`src/logic/cij_cfg.svh`:
```
`ifndef CIJ_CFG_SVH
`define CIJ_CFG_SVH
`define CIJ_OP_GROUP_A   6'h28
`define CIJ_OP_GROUP_B   6'h20
`define CIJ_SUB_INDEXED  5'h00
`define CIJ_LINK_REG     5'h1F
`define CIJ_LINK_INC     4
`define CIJ_BAR_MINOR    10'h07C
`define CIJ_POOL_MAJOR   6'h00
`define CIJ_POOL_MINOR   6'h3C
`define CIJ_EHB_WORD     32'h00001800
`define CIJ_MIN_RELEASE  6
`endif

```
`src/logic/cij_pkg.sv`:
```
package cij_pkg;
  typedef enum logic [1:0] {
    CIJ_IDLE  = 2'b00,
    CIJ_DRAIN = 2'b01,
    CIJ_GO    = 2'b10
  } cij_state_t;
  typedef enum logic [2:0] {
    CIJ_K_NONE = 3'b000,
    CIJ_K_JIC  = 3'b001,
    CIJ_K_JIAL = 3'b010,
    CIJ_K_BAR  = 3'b011,
    CIJ_K_EHB  = 3'b100,
    CIJ_K_LDB  = 3'b101
  } cij_kind_t;
endpackage

```
`src/logic/cij_unit.sv`:
```
`include "cij_cfg.svh"
module cij_unit #(
  parameter int W      = 64,
  parameter bit HAS_BASE = 1'b1
) (
  input  wire logic             clk,
  input  wire logic             resetn,
  input  wire logic             instr_valid,
  input  wire logic [31:0]      instr,
  input  wire logic [W-1:0]     instr_pc,
  input  wire logic [W-1:0]     reg_a,
  input  wire logic [W-1:0]     reg_b,
  input  wire logic             sole_compressed_set_flag,
  input  wire logic             hazards_pending,
  input  wire logic             load_valid,
  input  wire logic [7:0]       load_byte,
  output logic                  redirect,
  output logic [W-1:0]          redirect_pc,
  output logic                  instruction_set_mode_bit,
  output logic                  squash,
  output logic                  stall,
  output logic                  target_fault,
  output logic                  clear_exec_hazard,
  output logic                  clear_instr_hazard,
  output logic                  wb_en,
  output logic [4:0]            wb_reg,
  output logic [W-1:0]          wb_data,
  output logic                  load_req,
  output logic [W-1:0]          load_addr
);
  import cij_pkg::*;

  // ****************************************************************
  // Decode
  // ****************************************************************
  wire logic [5:0]   major   = instr[31:26];
  wire logic [4:0]   sub     = instr[25:21];
  wire logic [4:0]   rt_f    = instr[20:16];
  wire logic [4:0]   rs_f    = instr[25:21];
  wire logic [W-1:0] off_sx  = {{(W-16){instr[15]}}, instr[15:0]};
  wire logic is_jial = (major == `CIJ_OP_GROUP_A) && (sub == `CIJ_SUB_INDEXED);
  wire logic is_jic  = (major == `CIJ_OP_GROUP_B) && (sub == `CIJ_SUB_INDEXED);
  // register jump shares this encoding with rt zero
  wire logic is_bar  = (major == `CIJ_POOL_MAJOR) && (instr[15:6] == `CIJ_BAR_MINOR)
                       && (instr[5:0] == `CIJ_POOL_MINOR);
  wire logic is_ehb  = (instr == `CIJ_EHB_WORD);
  wire logic is_ldb  = (major == 6'h07);
  cij_kind_t kind;
  assign kind = is_jial ? CIJ_K_JIAL : is_jic ? CIJ_K_JIC : is_bar ? CIJ_K_BAR :
                is_ehb ? CIJ_K_EHB : is_ldb ? CIJ_K_LDB : CIJ_K_NONE;

  // ****************************************************************
  // Target formation
  // ****************************************************************
  function automatic logic [W-1:0] add_w(input logic [W-1:0] a, input logic [W-1:0] b);
    add_w = a + b;
  endfunction
  // unshifted offset added bit for bit
  wire logic [W-1:0] idx_tgt = add_w(reg_a, off_sx);
  wire logic [W-1:0] tgt     = (kind == CIJ_K_BAR) ? reg_b : idx_tgt;
  wire logic [W-1:0] pc_tgt  = sole_compressed_set_flag ? tgt : {tgt[W-1:1], 1'b0};
  wire logic         mode_n  = sole_compressed_set_flag ? instruction_set_mode_bit : tgt[0];
  wire logic fault_n = !sole_compressed_set_flag && !tgt[0] && (!HAS_BASE || tgt[1]);
  // link is jump address plus 4
  wire logic [W-1:0] link    = add_w(instr_pc, W'(`CIJ_LINK_INC));
  wire logic is_jump = instr_valid && (kind == CIJ_K_JIC || kind == CIJ_K_JIAL
                                       || kind == CIJ_K_BAR);

  // ****************************************************************
  // Control
  // ****************************************************************
  cij_state_t state_q, state_d;
  logic [W-1:0] pend_pc_q;
  logic         pend_mode_q, pend_fault_q;
  logic [4:0]   load_rt_q;
  always_comb begin
    state_d = state_q;
    case (state_q)
      CIJ_IDLE:  if (is_jump && kind == CIJ_K_BAR) state_d = CIJ_DRAIN;
      CIJ_DRAIN: if (!hazards_pending) state_d = CIJ_GO;
      CIJ_GO:    state_d = CIJ_IDLE;
      default:   state_d = CIJ_IDLE;
    endcase
  end
  wire logic accept = (state_q == CIJ_IDLE);
  // next instruction accepted right after a non-barrier jump
  wire logic fire_now = accept && is_jump && kind != CIJ_K_BAR;

  always_ff @(posedge clk or negedge resetn) begin
    if (!resetn) begin
      state_q                  <= CIJ_IDLE;
      pend_pc_q                <= '0;
      pend_mode_q              <= 1'b1;
      pend_fault_q             <= 1'b0;
      load_rt_q                <= 5'h00;
      redirect                 <= 1'b0;
      redirect_pc              <= '0;
      instruction_set_mode_bit <= 1'b1;
      squash                   <= 1'b0;
      stall                    <= 1'b0;
      target_fault             <= 1'b0;
      clear_exec_hazard        <= 1'b0;
      clear_instr_hazard       <= 1'b0;
      wb_en                    <= 1'b0;
      wb_reg                   <= 5'h00;
      wb_data                  <= '0;
      load_req                 <= 1'b0;
      load_addr                <= '0;
    end else begin
      state_q <= state_d;
      if (accept && is_jump) begin
        pend_pc_q    <= pc_tgt;
        pend_mode_q  <= mode_n;
        pend_fault_q <= fault_n;
      end
      // redirect one cycle after a non-barrier jump, or one cycle after CIJ_GO for a barrier
      redirect <= fire_now || (state_q == CIJ_GO);
      redirect_pc <= fire_now ? pc_tgt : pend_pc_q;
      if (fire_now)
        instruction_set_mode_bit <= mode_n;
      else if (state_q == CIJ_GO)
        instruction_set_mode_bit <= pend_mode_q;
      // fault reported with the target fetch
      target_fault <= fire_now ? fault_n : (state_q == CIJ_GO) && pend_fault_q;
      squash <= (accept && is_jump) || (state_q == CIJ_DRAIN);
      stall  <= (state_d == CIJ_DRAIN);
      clear_exec_hazard  <= (accept && instr_valid && kind == CIJ_K_EHB)
                            || (state_q == CIJ_GO);
      clear_instr_hazard <= (state_q == CIJ_GO);
      // barrier link into rt; indexed link into 31
      wb_en   <= (accept && instr_valid && (kind == CIJ_K_JIAL
                  || (kind == CIJ_K_BAR && rt_f != 5'h00))) || load_valid;
      wb_reg  <= load_valid ? load_rt_q
               : (accept && instr_valid && kind == CIJ_K_JIAL) ? `CIJ_LINK_REG
               : (accept && instr_valid && kind == CIJ_K_BAR) ? rt_f : rs_f;
      // The load destination is kept until the byte returns.
      if (accept && instr_valid && kind == CIJ_K_LDB)
        load_rt_q <= rs_f;
      wb_data <= load_valid ? {{(W-8){load_byte[7]}}, load_byte} : link;
      load_req  <= accept && instr_valid && kind == CIJ_K_LDB;
      load_addr <= idx_tgt;
    end
  end
endmodule

```
`config.mk`:
```
export PLATFORM = sky130hd
export DESIGN_NAME = cij_unit
export DESIGN_NICKNAME = d
export VERILOG_FILES = /design/src/logic/cij_pkg.sv /design/src/logic/cij_unit.sv
export VERILOG_INCLUDE_DIRS = /design/src /design/src/logic
export SDC_FILE = /design/constraint.sdc
export NUM_CORES = 1
export LEC_CHECK = 0
export CORE_UTILIZATION = 35
export CTS_CLUSTER_DIAMETER = 100
export DETAILED_ROUTE_END_ITERATION = 16
export DONT_BUFFER_PORTS = 1
export PLACE_DENSITY_LB_ADDON = 0.08
export RECOVER_POWER = 100
export SYNTH_ARGS = -nofsm -noshare
export SYNTH_HDL_FRONTEND = slang
export SYNTH_SLANG_ARGS = --single-unit
```
`constraint.sdc`:
```
create_clock -name clk -period 2.1 [get_ports clk]
set_clock_uncertainty 0.05 [all_clocks]
set_input_delay 0.42 -clock clk [delete_from_list [all_inputs] [get_ports clk]]
set_output_delay 0.42 -clock clk [all_outputs]
set_load 0.01 [all_outputs]
```
==> flow_summary.ini, run 1 <==
[run_status]
run_status = complete, but fails checks
violated_checks = negative hold slack, negative setup slack

[sta]
worst_slew_pin_slew_ns = 0.882
min_period_ns = 2.50
final.setup.worst_slack_ns = -0.400
fin_tns_setup_ns = -26.24
finalHoldViolations = 277
clock.fmax_mhz = 400
final_min_period_over_clock_period_pct = 119
whs_ns = -0.529
unrepaired_setup_endpoints_after_global_routing = true
worst_slew_margin_pct = 41.0
slew_violations = 0
setup_viol = 161

[drt]
drt_first_iter_violations = 1032
drt-pass1-iter-count = 8
routed_via_density = 5.43
drc_errors = 0
drtAntennaViolNets = 0
detail_route.wirelength_um = 60000
detail_routed_net_length_per_standard_cell_um = 22.0
routed-via-count = 14800

[placed_design]
detailed_place_hpwl_um = 43500
pre_cts_ws_ns = -1.14
io_buffer_count = 0
gpl.final_weighted_congestion = 0.893

[critical_path]
r2r_cells = 7
crit_path_start = instr[15]
cpMaxStageDelayCell = or3b_4
r2r-end = pend_pc_q[41]
critPathLaunchType = primary input
timing.rr.start = state_q[0]
timing.critical_path.required_ns = 2.52
regToRegSetupSlack_ns = 0.27
critical_path.max_stage_delay_ns = 0.41
worst_setup_path_end = pend_pc_q[60]
critPathMaxFanout = 50
setup.worst_path.class = in -> reg
path_cells = ha_4 > buf_6 > nand4_1 > buf_4 > nor4b_4 > a22oi_2 > nand4_1 > o21ai_4 > nor4_4 > nor4_1 > or3b_4 > a221o_1
critical_path_sink_type = register
critPathMostFrequentCell = nand4_1
critical_path_at_ns = 2.92

[final_layout]
area_used_by_multi_input_combinational_logic_sq_um = 9630
num-nets-final = 2469
fillCellCount = 3753
area_growth_syn_to_layout_pct = 57.2
drive_above_1_share_pct = 36.7
seq_area_sq_um = 6980

[clock_network]
numCtsBuffers = 31
worst_skew_pair_latency_ns = 0.60
post_cts_hold_buffer_count = 131
deepest_clock_path_buffer_count = 3
numClockSinks = 279
cts.reportedPaths.clkPinSlew_ns = 0.06
ctsHtreeMaxLevel = 1
clock_root_buffer_master = clkbuf_16
tritoncts = yes

[floorplan]
chipWidth_um = 209
starting_density_of_the_core_pct = 35.6
placementRows = 75
floorplan.die_area_sq_um = 43500
core_region_area_sq_um = 42000
die_height_um = 209
ports = 444

[logic_synthesis]
ys_top_cells_by_area = dfrtp_1 (46%), a21oi_1 (6.5%), nand2_1 (6.1%)
synth.most_common_cell = dfrtp_1
synth_area_sq_um = 14900
synth.largest_area_cell = dfrtp_1
post_synth_num_cell_types = 79
syn-num-nets = 1933
netlist_instances = 1630
synth_flop_cell = dfrtp_1
synthesis.area_per_instance_sq_um = 9.17
register_area_share_after_synthesis_pct = 46.7
synthArstFlopShare_pct = 100
synthTopCellsByCount = dfrtp_1 (277), nand2_1 (243), a21oi_1 (194)
synth_largest_type_area_fraction_pct = 46.4
ff_latch_count_synth = 279
synth_edf_count = 0
yosysWarnings = 0

[worst_hold_path]
hold_path_class = in -> async

[power]
power-per-cell-area_nw_per_um2 = 684
leakagePower_nw = 10.4
worst_vdd_ir_uv = 627
finalPower_w = 0.0161

[grt]
grt_pass1_wl_um = 90600
antenna_violations_before_repair = 6
global_route.usage.total_pct = 26.9
overflow = 0
maximum_number_of_pins_on_one_net_before_global_route_repair = 280
grt_pass1_vias = 15100

[job]
max_cap_viol_count = 0
[repair_timing]
item | in CTS | in global routing
buffers inserted | 50 | 37
endpoints found under the hold margin | 409 | 279
pin swaps | 106 | 106
endpoints found under the setup margin | 146 | 146
resized for setup | 184 | 145
[worst max-delay path, delay by kind of cell]
family / cells / cell delay (ns)
compound gates: 3 / 0.54
fa+ha+maj: 1 / 0.34
buf+inv: 2 / 0.28
simple gates: 6 / 1.24
[report_power, final]
| part | internal (W) | switching [W] |
|---|---|---|
| Clock | 0.00319 | 0.00236 |
| Combinational | 0.00224 | 0.00201 |
| Sequential | 0.00584 | 0.000453 |
[logic make-up (layout without fill, tap and decap cells)]
group	Yosys count	in the layout	share of synthesized area, %
adder cells (fa/ha/maj)	65	65	5.49
other	0	2	0
AND/OR/NAND/NOR	564	564	17.8
multiplexers	16	16	1.18
flip-flops	279	279	46.7
buffers and inverters	131	690	3.42
AO/OA/AOI/OAI	461	461	18.7
XOR/XNOR	114	114	6.68
[how the worst min path moves through the flow]
stage	from	endpoint	slack, ns	cells past startpoint
global route	resetn	redirect_pc[25]	-0.55	0
CTS	resetn	load_addr[25]	-0.55	0
finish	resetn	load_addr[32]	-0.53	0
detailed placement	resetn	load_addr[27]	0.08	0
floorplan	resetn	clear_exec_hazard	0.07	0
global placement	resetn	load_addr[32]	0.08	0
[cells in the final DEF, fill, tap and decap left out, types with 9 or more instances in the layout]
master / n
o21ai_0: 26
a32oi_1: 13
ha_1: 17
and3_2: 9
nor2_1: 106
clkbuf_1: 20
clkbuf_16: 31
xnor2_1: 29
a21oi_4: 16
a21oi_1: 139
xor2_1: 57
nand2_2: 20
nand2_1: 219
dlygate4sd3_1: 131
o22ai_1: 38
o211ai_1: 9
o21ai_4: 11
ha_4: 44
buf_4: 363
inv_2: 12
nand3_1: 38
nor3_1: 16
o21ai_2: 18
inv_1: 34
o21ai_1: 34
clkbuf_4: 9
a21oi_2: 39
dfrtp_1: 277
a21o_1: 26
buf_6: 61
nor2b_1: 11
xor2_4: 10
and3_1: 15
nand4_1: 37
[cell type report]
type	instances	share of cell area [%]
Antenna cell	2	0.0213
Clock buffer	39	3.56
Clock inverter	17	0.804
Inverter	46	0.735
Multi-Input combinational cell	1220	41.0
Sequential cell	279	29.7
Tap cell	539	2.87
Timing Repair Buffer	588	21.3
[routing by layer]
layer | part of all wire [%] | global-route usage [%] | up-vias | wire length, um
met5 | 0.090 | 0 | - | 54
met4 | 3.0 | 8.49 | 8 | 1810
met3 | 7.5 | 7.00 | 103 | 4490
met2 | 47 | 44.1 | 492 | 28500
met1 | 42 | 34.6 | 7313 | 25200
li1 | - | - | 6895 | -
[stage by stage]
step / util (%) / instances / cell area [sq um]
2_1_floorplan: - / 1630 / 16100
3_3_place_gp: 45.7 / 2479 / 19200
3_5_place_dp: 45.7 / 2479 / 19200
4_1_cts: 54.5 / 2710 / 22900
6_report: 55.9 / 2730 / 23500
5_1_grt: 55.9 / 2728 / 23500
No activity file was read; power rests on OpenSTA's default activity.
==> run 2: changes to the inputs <==
Settings changed: CORE_ASPECT_RATIO set to 1.5, GPL_TIMING_DRIVEN set to 0.
==> flow_summary.ini, run 2 (synthesis gave the netlist of run 1 again) <==
[run_status]
run_status = complete, but fails checks
violated_checks = negative hold slack, negative setup slack

[power]
leakagePower_nw = 9.05
power-per-cell-area_nw_per_um2 = 696
worst_vdd_ir_uv = 655
finalPower_w = 0.0149

[final_layout]
seq_area_sq_um = 6980
layout.cells.most_common = dfrtp_1
num-nets-final = 2166
mostFrequentLayoutCells = dfrtp_1 (277), nand2_1 (214), a21oi_1 (134)
final_core_utilization_pct = 50.9
area_used_by_multi_input_combinational_logic_sq_um = 9870
postLayoutCellArea_sq_um = 21400
drive_above_1_share_pct = 29.3
fillCellCount = 3915
area_growth_syn_to_layout_pct = 43.1

[drt]
routed-via-count = 13600
routed_via_density = 5.53
drt_first_iter_violations = 616
drt-pass1-iter-count = 5
detail_routed_net_length_per_standard_cell_um = 23.6
detail_route.wirelength_um = 58000
drc_errors = 0
drtAntennaViolNets = 0

[clock_network]
worst_skew_pair_latency_ns = 0.58
deepest_clock_path_buffer_count = 3
clock_root_buffer_master = clkbuf_16
tritoncts = yes
cts.reportedPaths.clkPinSlew_ns = 0.06
numCtsBuffers = 30
ctsHtreeMaxLevel = 1
numClockSinks = 279

[grt]
grt_pass1_wl_um = 84200
maximum_number_of_pins_on_one_net_before_global_route_repair = 280
grt_pass1_vias = 14200
global_route.usage.total_pct = 25.8
overflow = 0
antenna_violations_before_repair = 3

[sta]
fin_tns_setup_ns = -29.34
worst_slew_margin_pct = 42.0
min_period_ns = 2.65
final_min_period_over_clock_period_pct = 126
slew_violations = 0
final.setup.worst_slack_ns = -0.548
clock.fmax_mhz = 378
unrepaired_setup_endpoints_after_global_routing = true
finalHoldViolations = 279
worst_slew_pin_slew_ns = 0.870
whs_ns = -0.516
setup_viol = 135

[worst_hold_path]
hold_path_class = in -> async

[job]
max_cap_viol_count = 0

[critical_path]
critical_path_sink_type = register
r2r_cells = 6
regToRegSetupSlack_ns = 0.10
setup.worst_path.class = in -> reg
r2r-end = redirect_pc[56]
critPathLaunchType = primary input
timing.rr.start = state_q[0]
critPathMaxFanout = 50
timing.critical_path.required_ns = 2.52
critical_path_at_ns = 3.07

[floorplan]
core_region_area_sq_um = 42000
starting_density_of_the_core_pct = 35.6
ports = 444
placementRows = 92
die_height_um = 255
floorplan.die_area_sq_um = 43600
chipWidth_um = 171

[placed_design]
gpl.final_weighted_congestion = 0.898
place_area_sq_um = 16800
io_buffer_count = 0
detailed_place_hpwl_um = 42300
pre_cts_ws_ns = -1.79
## run 2: changes by cell type in the layout (fill, tap and decap cells not counted), moves of 7 or more
cell,change
inv_2,-8
xor2_2,+9
inv_1,+8
nor2_4,+10
nor2_1,-15
buf_6,-34
clkbuf_2,+12
dlygate4sd3_1,-24
clkbuf_8,+19
buf_4,-286
o21ai_4,-7
## run 2: report_power, final
part	internal (W)	total [W]	switching (W)
sequential	0.00584	0.00631	0.000473
clock	0.00293	0.00527	0.00234
combinational	0.00152	0.00331	0.00179
total	0.0103	0.0149	0.00460
## run 2: cell type report
type / count / share of cell area (%)
multi-input cells: 1220 / 46.2
flip-flops and latches: 279 / 32.7
repair buffers: 210 / 9.40
clock buffers: 39 / 3.90
well taps: 564 / 3.30
plain buffers: 76 / 3.12
inverters: 46 / 0.807
clock inverters: 15 / 0.603
diodes: 4 / 0.0468
## run 2: metrics by stage
stage / hold WS (ns) / cells
final: -0.516 / 2453
after global routing: -0.536 / 2453
after CTS: -0.536 / 2404
after detailed placement: 0.0852 / 2194
after global placement: 0.0824 / 2194
after floorplan: 0.0744 / 1630
## run 2: what timing repair did
| action | CTS | global route |
|---|---|---|
| cloned | 0 | 4 |
| hold endpoints to repair | 382 | 282 |
| hold buffers | 104 | 3 |
| pin swaps | 104 | 73 |
| gates resized for setup | 189 | 180 |
| endpoints found under the setup margin | 186 | 160 |
| buffers inserted | 56 | 46 |
## run 2: layer usage
metal,wire (um),global-route usage [%]
met5,0,0
met4,2050,10.4
met3,4660,7.25
met2,31400,49.0
met1,19800,26.0
## run 2: worst max-delay path: stages
cell and delay (ns):
ha_4 0.33, buf_6 0.14, nand4_1 0.23, nor4b_4 0.32, a22oi_2 0.12, nand4_1 0.17
o21ai_4 0.13, nor4_4 0.24, nor4_1 0.10, or3b_4 0.43, a221o_1 0.32
## run 2: worst max-delay path by stage
stage | start | endpoint | slack [ns] | depth (start not counted)
after floorplan | reg_a[11] | pend_pc_q[60] | -0.68 | 11
after global placement | instr[14] | redirect_pc[53] | -1.78 | 9
after detailed placement | instr[11] | redirect_pc[45] | -1.79 | 10
after CTS | instr[0] | pend_pc_q[60] | -0.39 | 11
after global routing | instr[15] | pend_pc_q[60] | -0.50 | 11
final | instr[15] | pend_pc_q[60] | -0.55 | 11
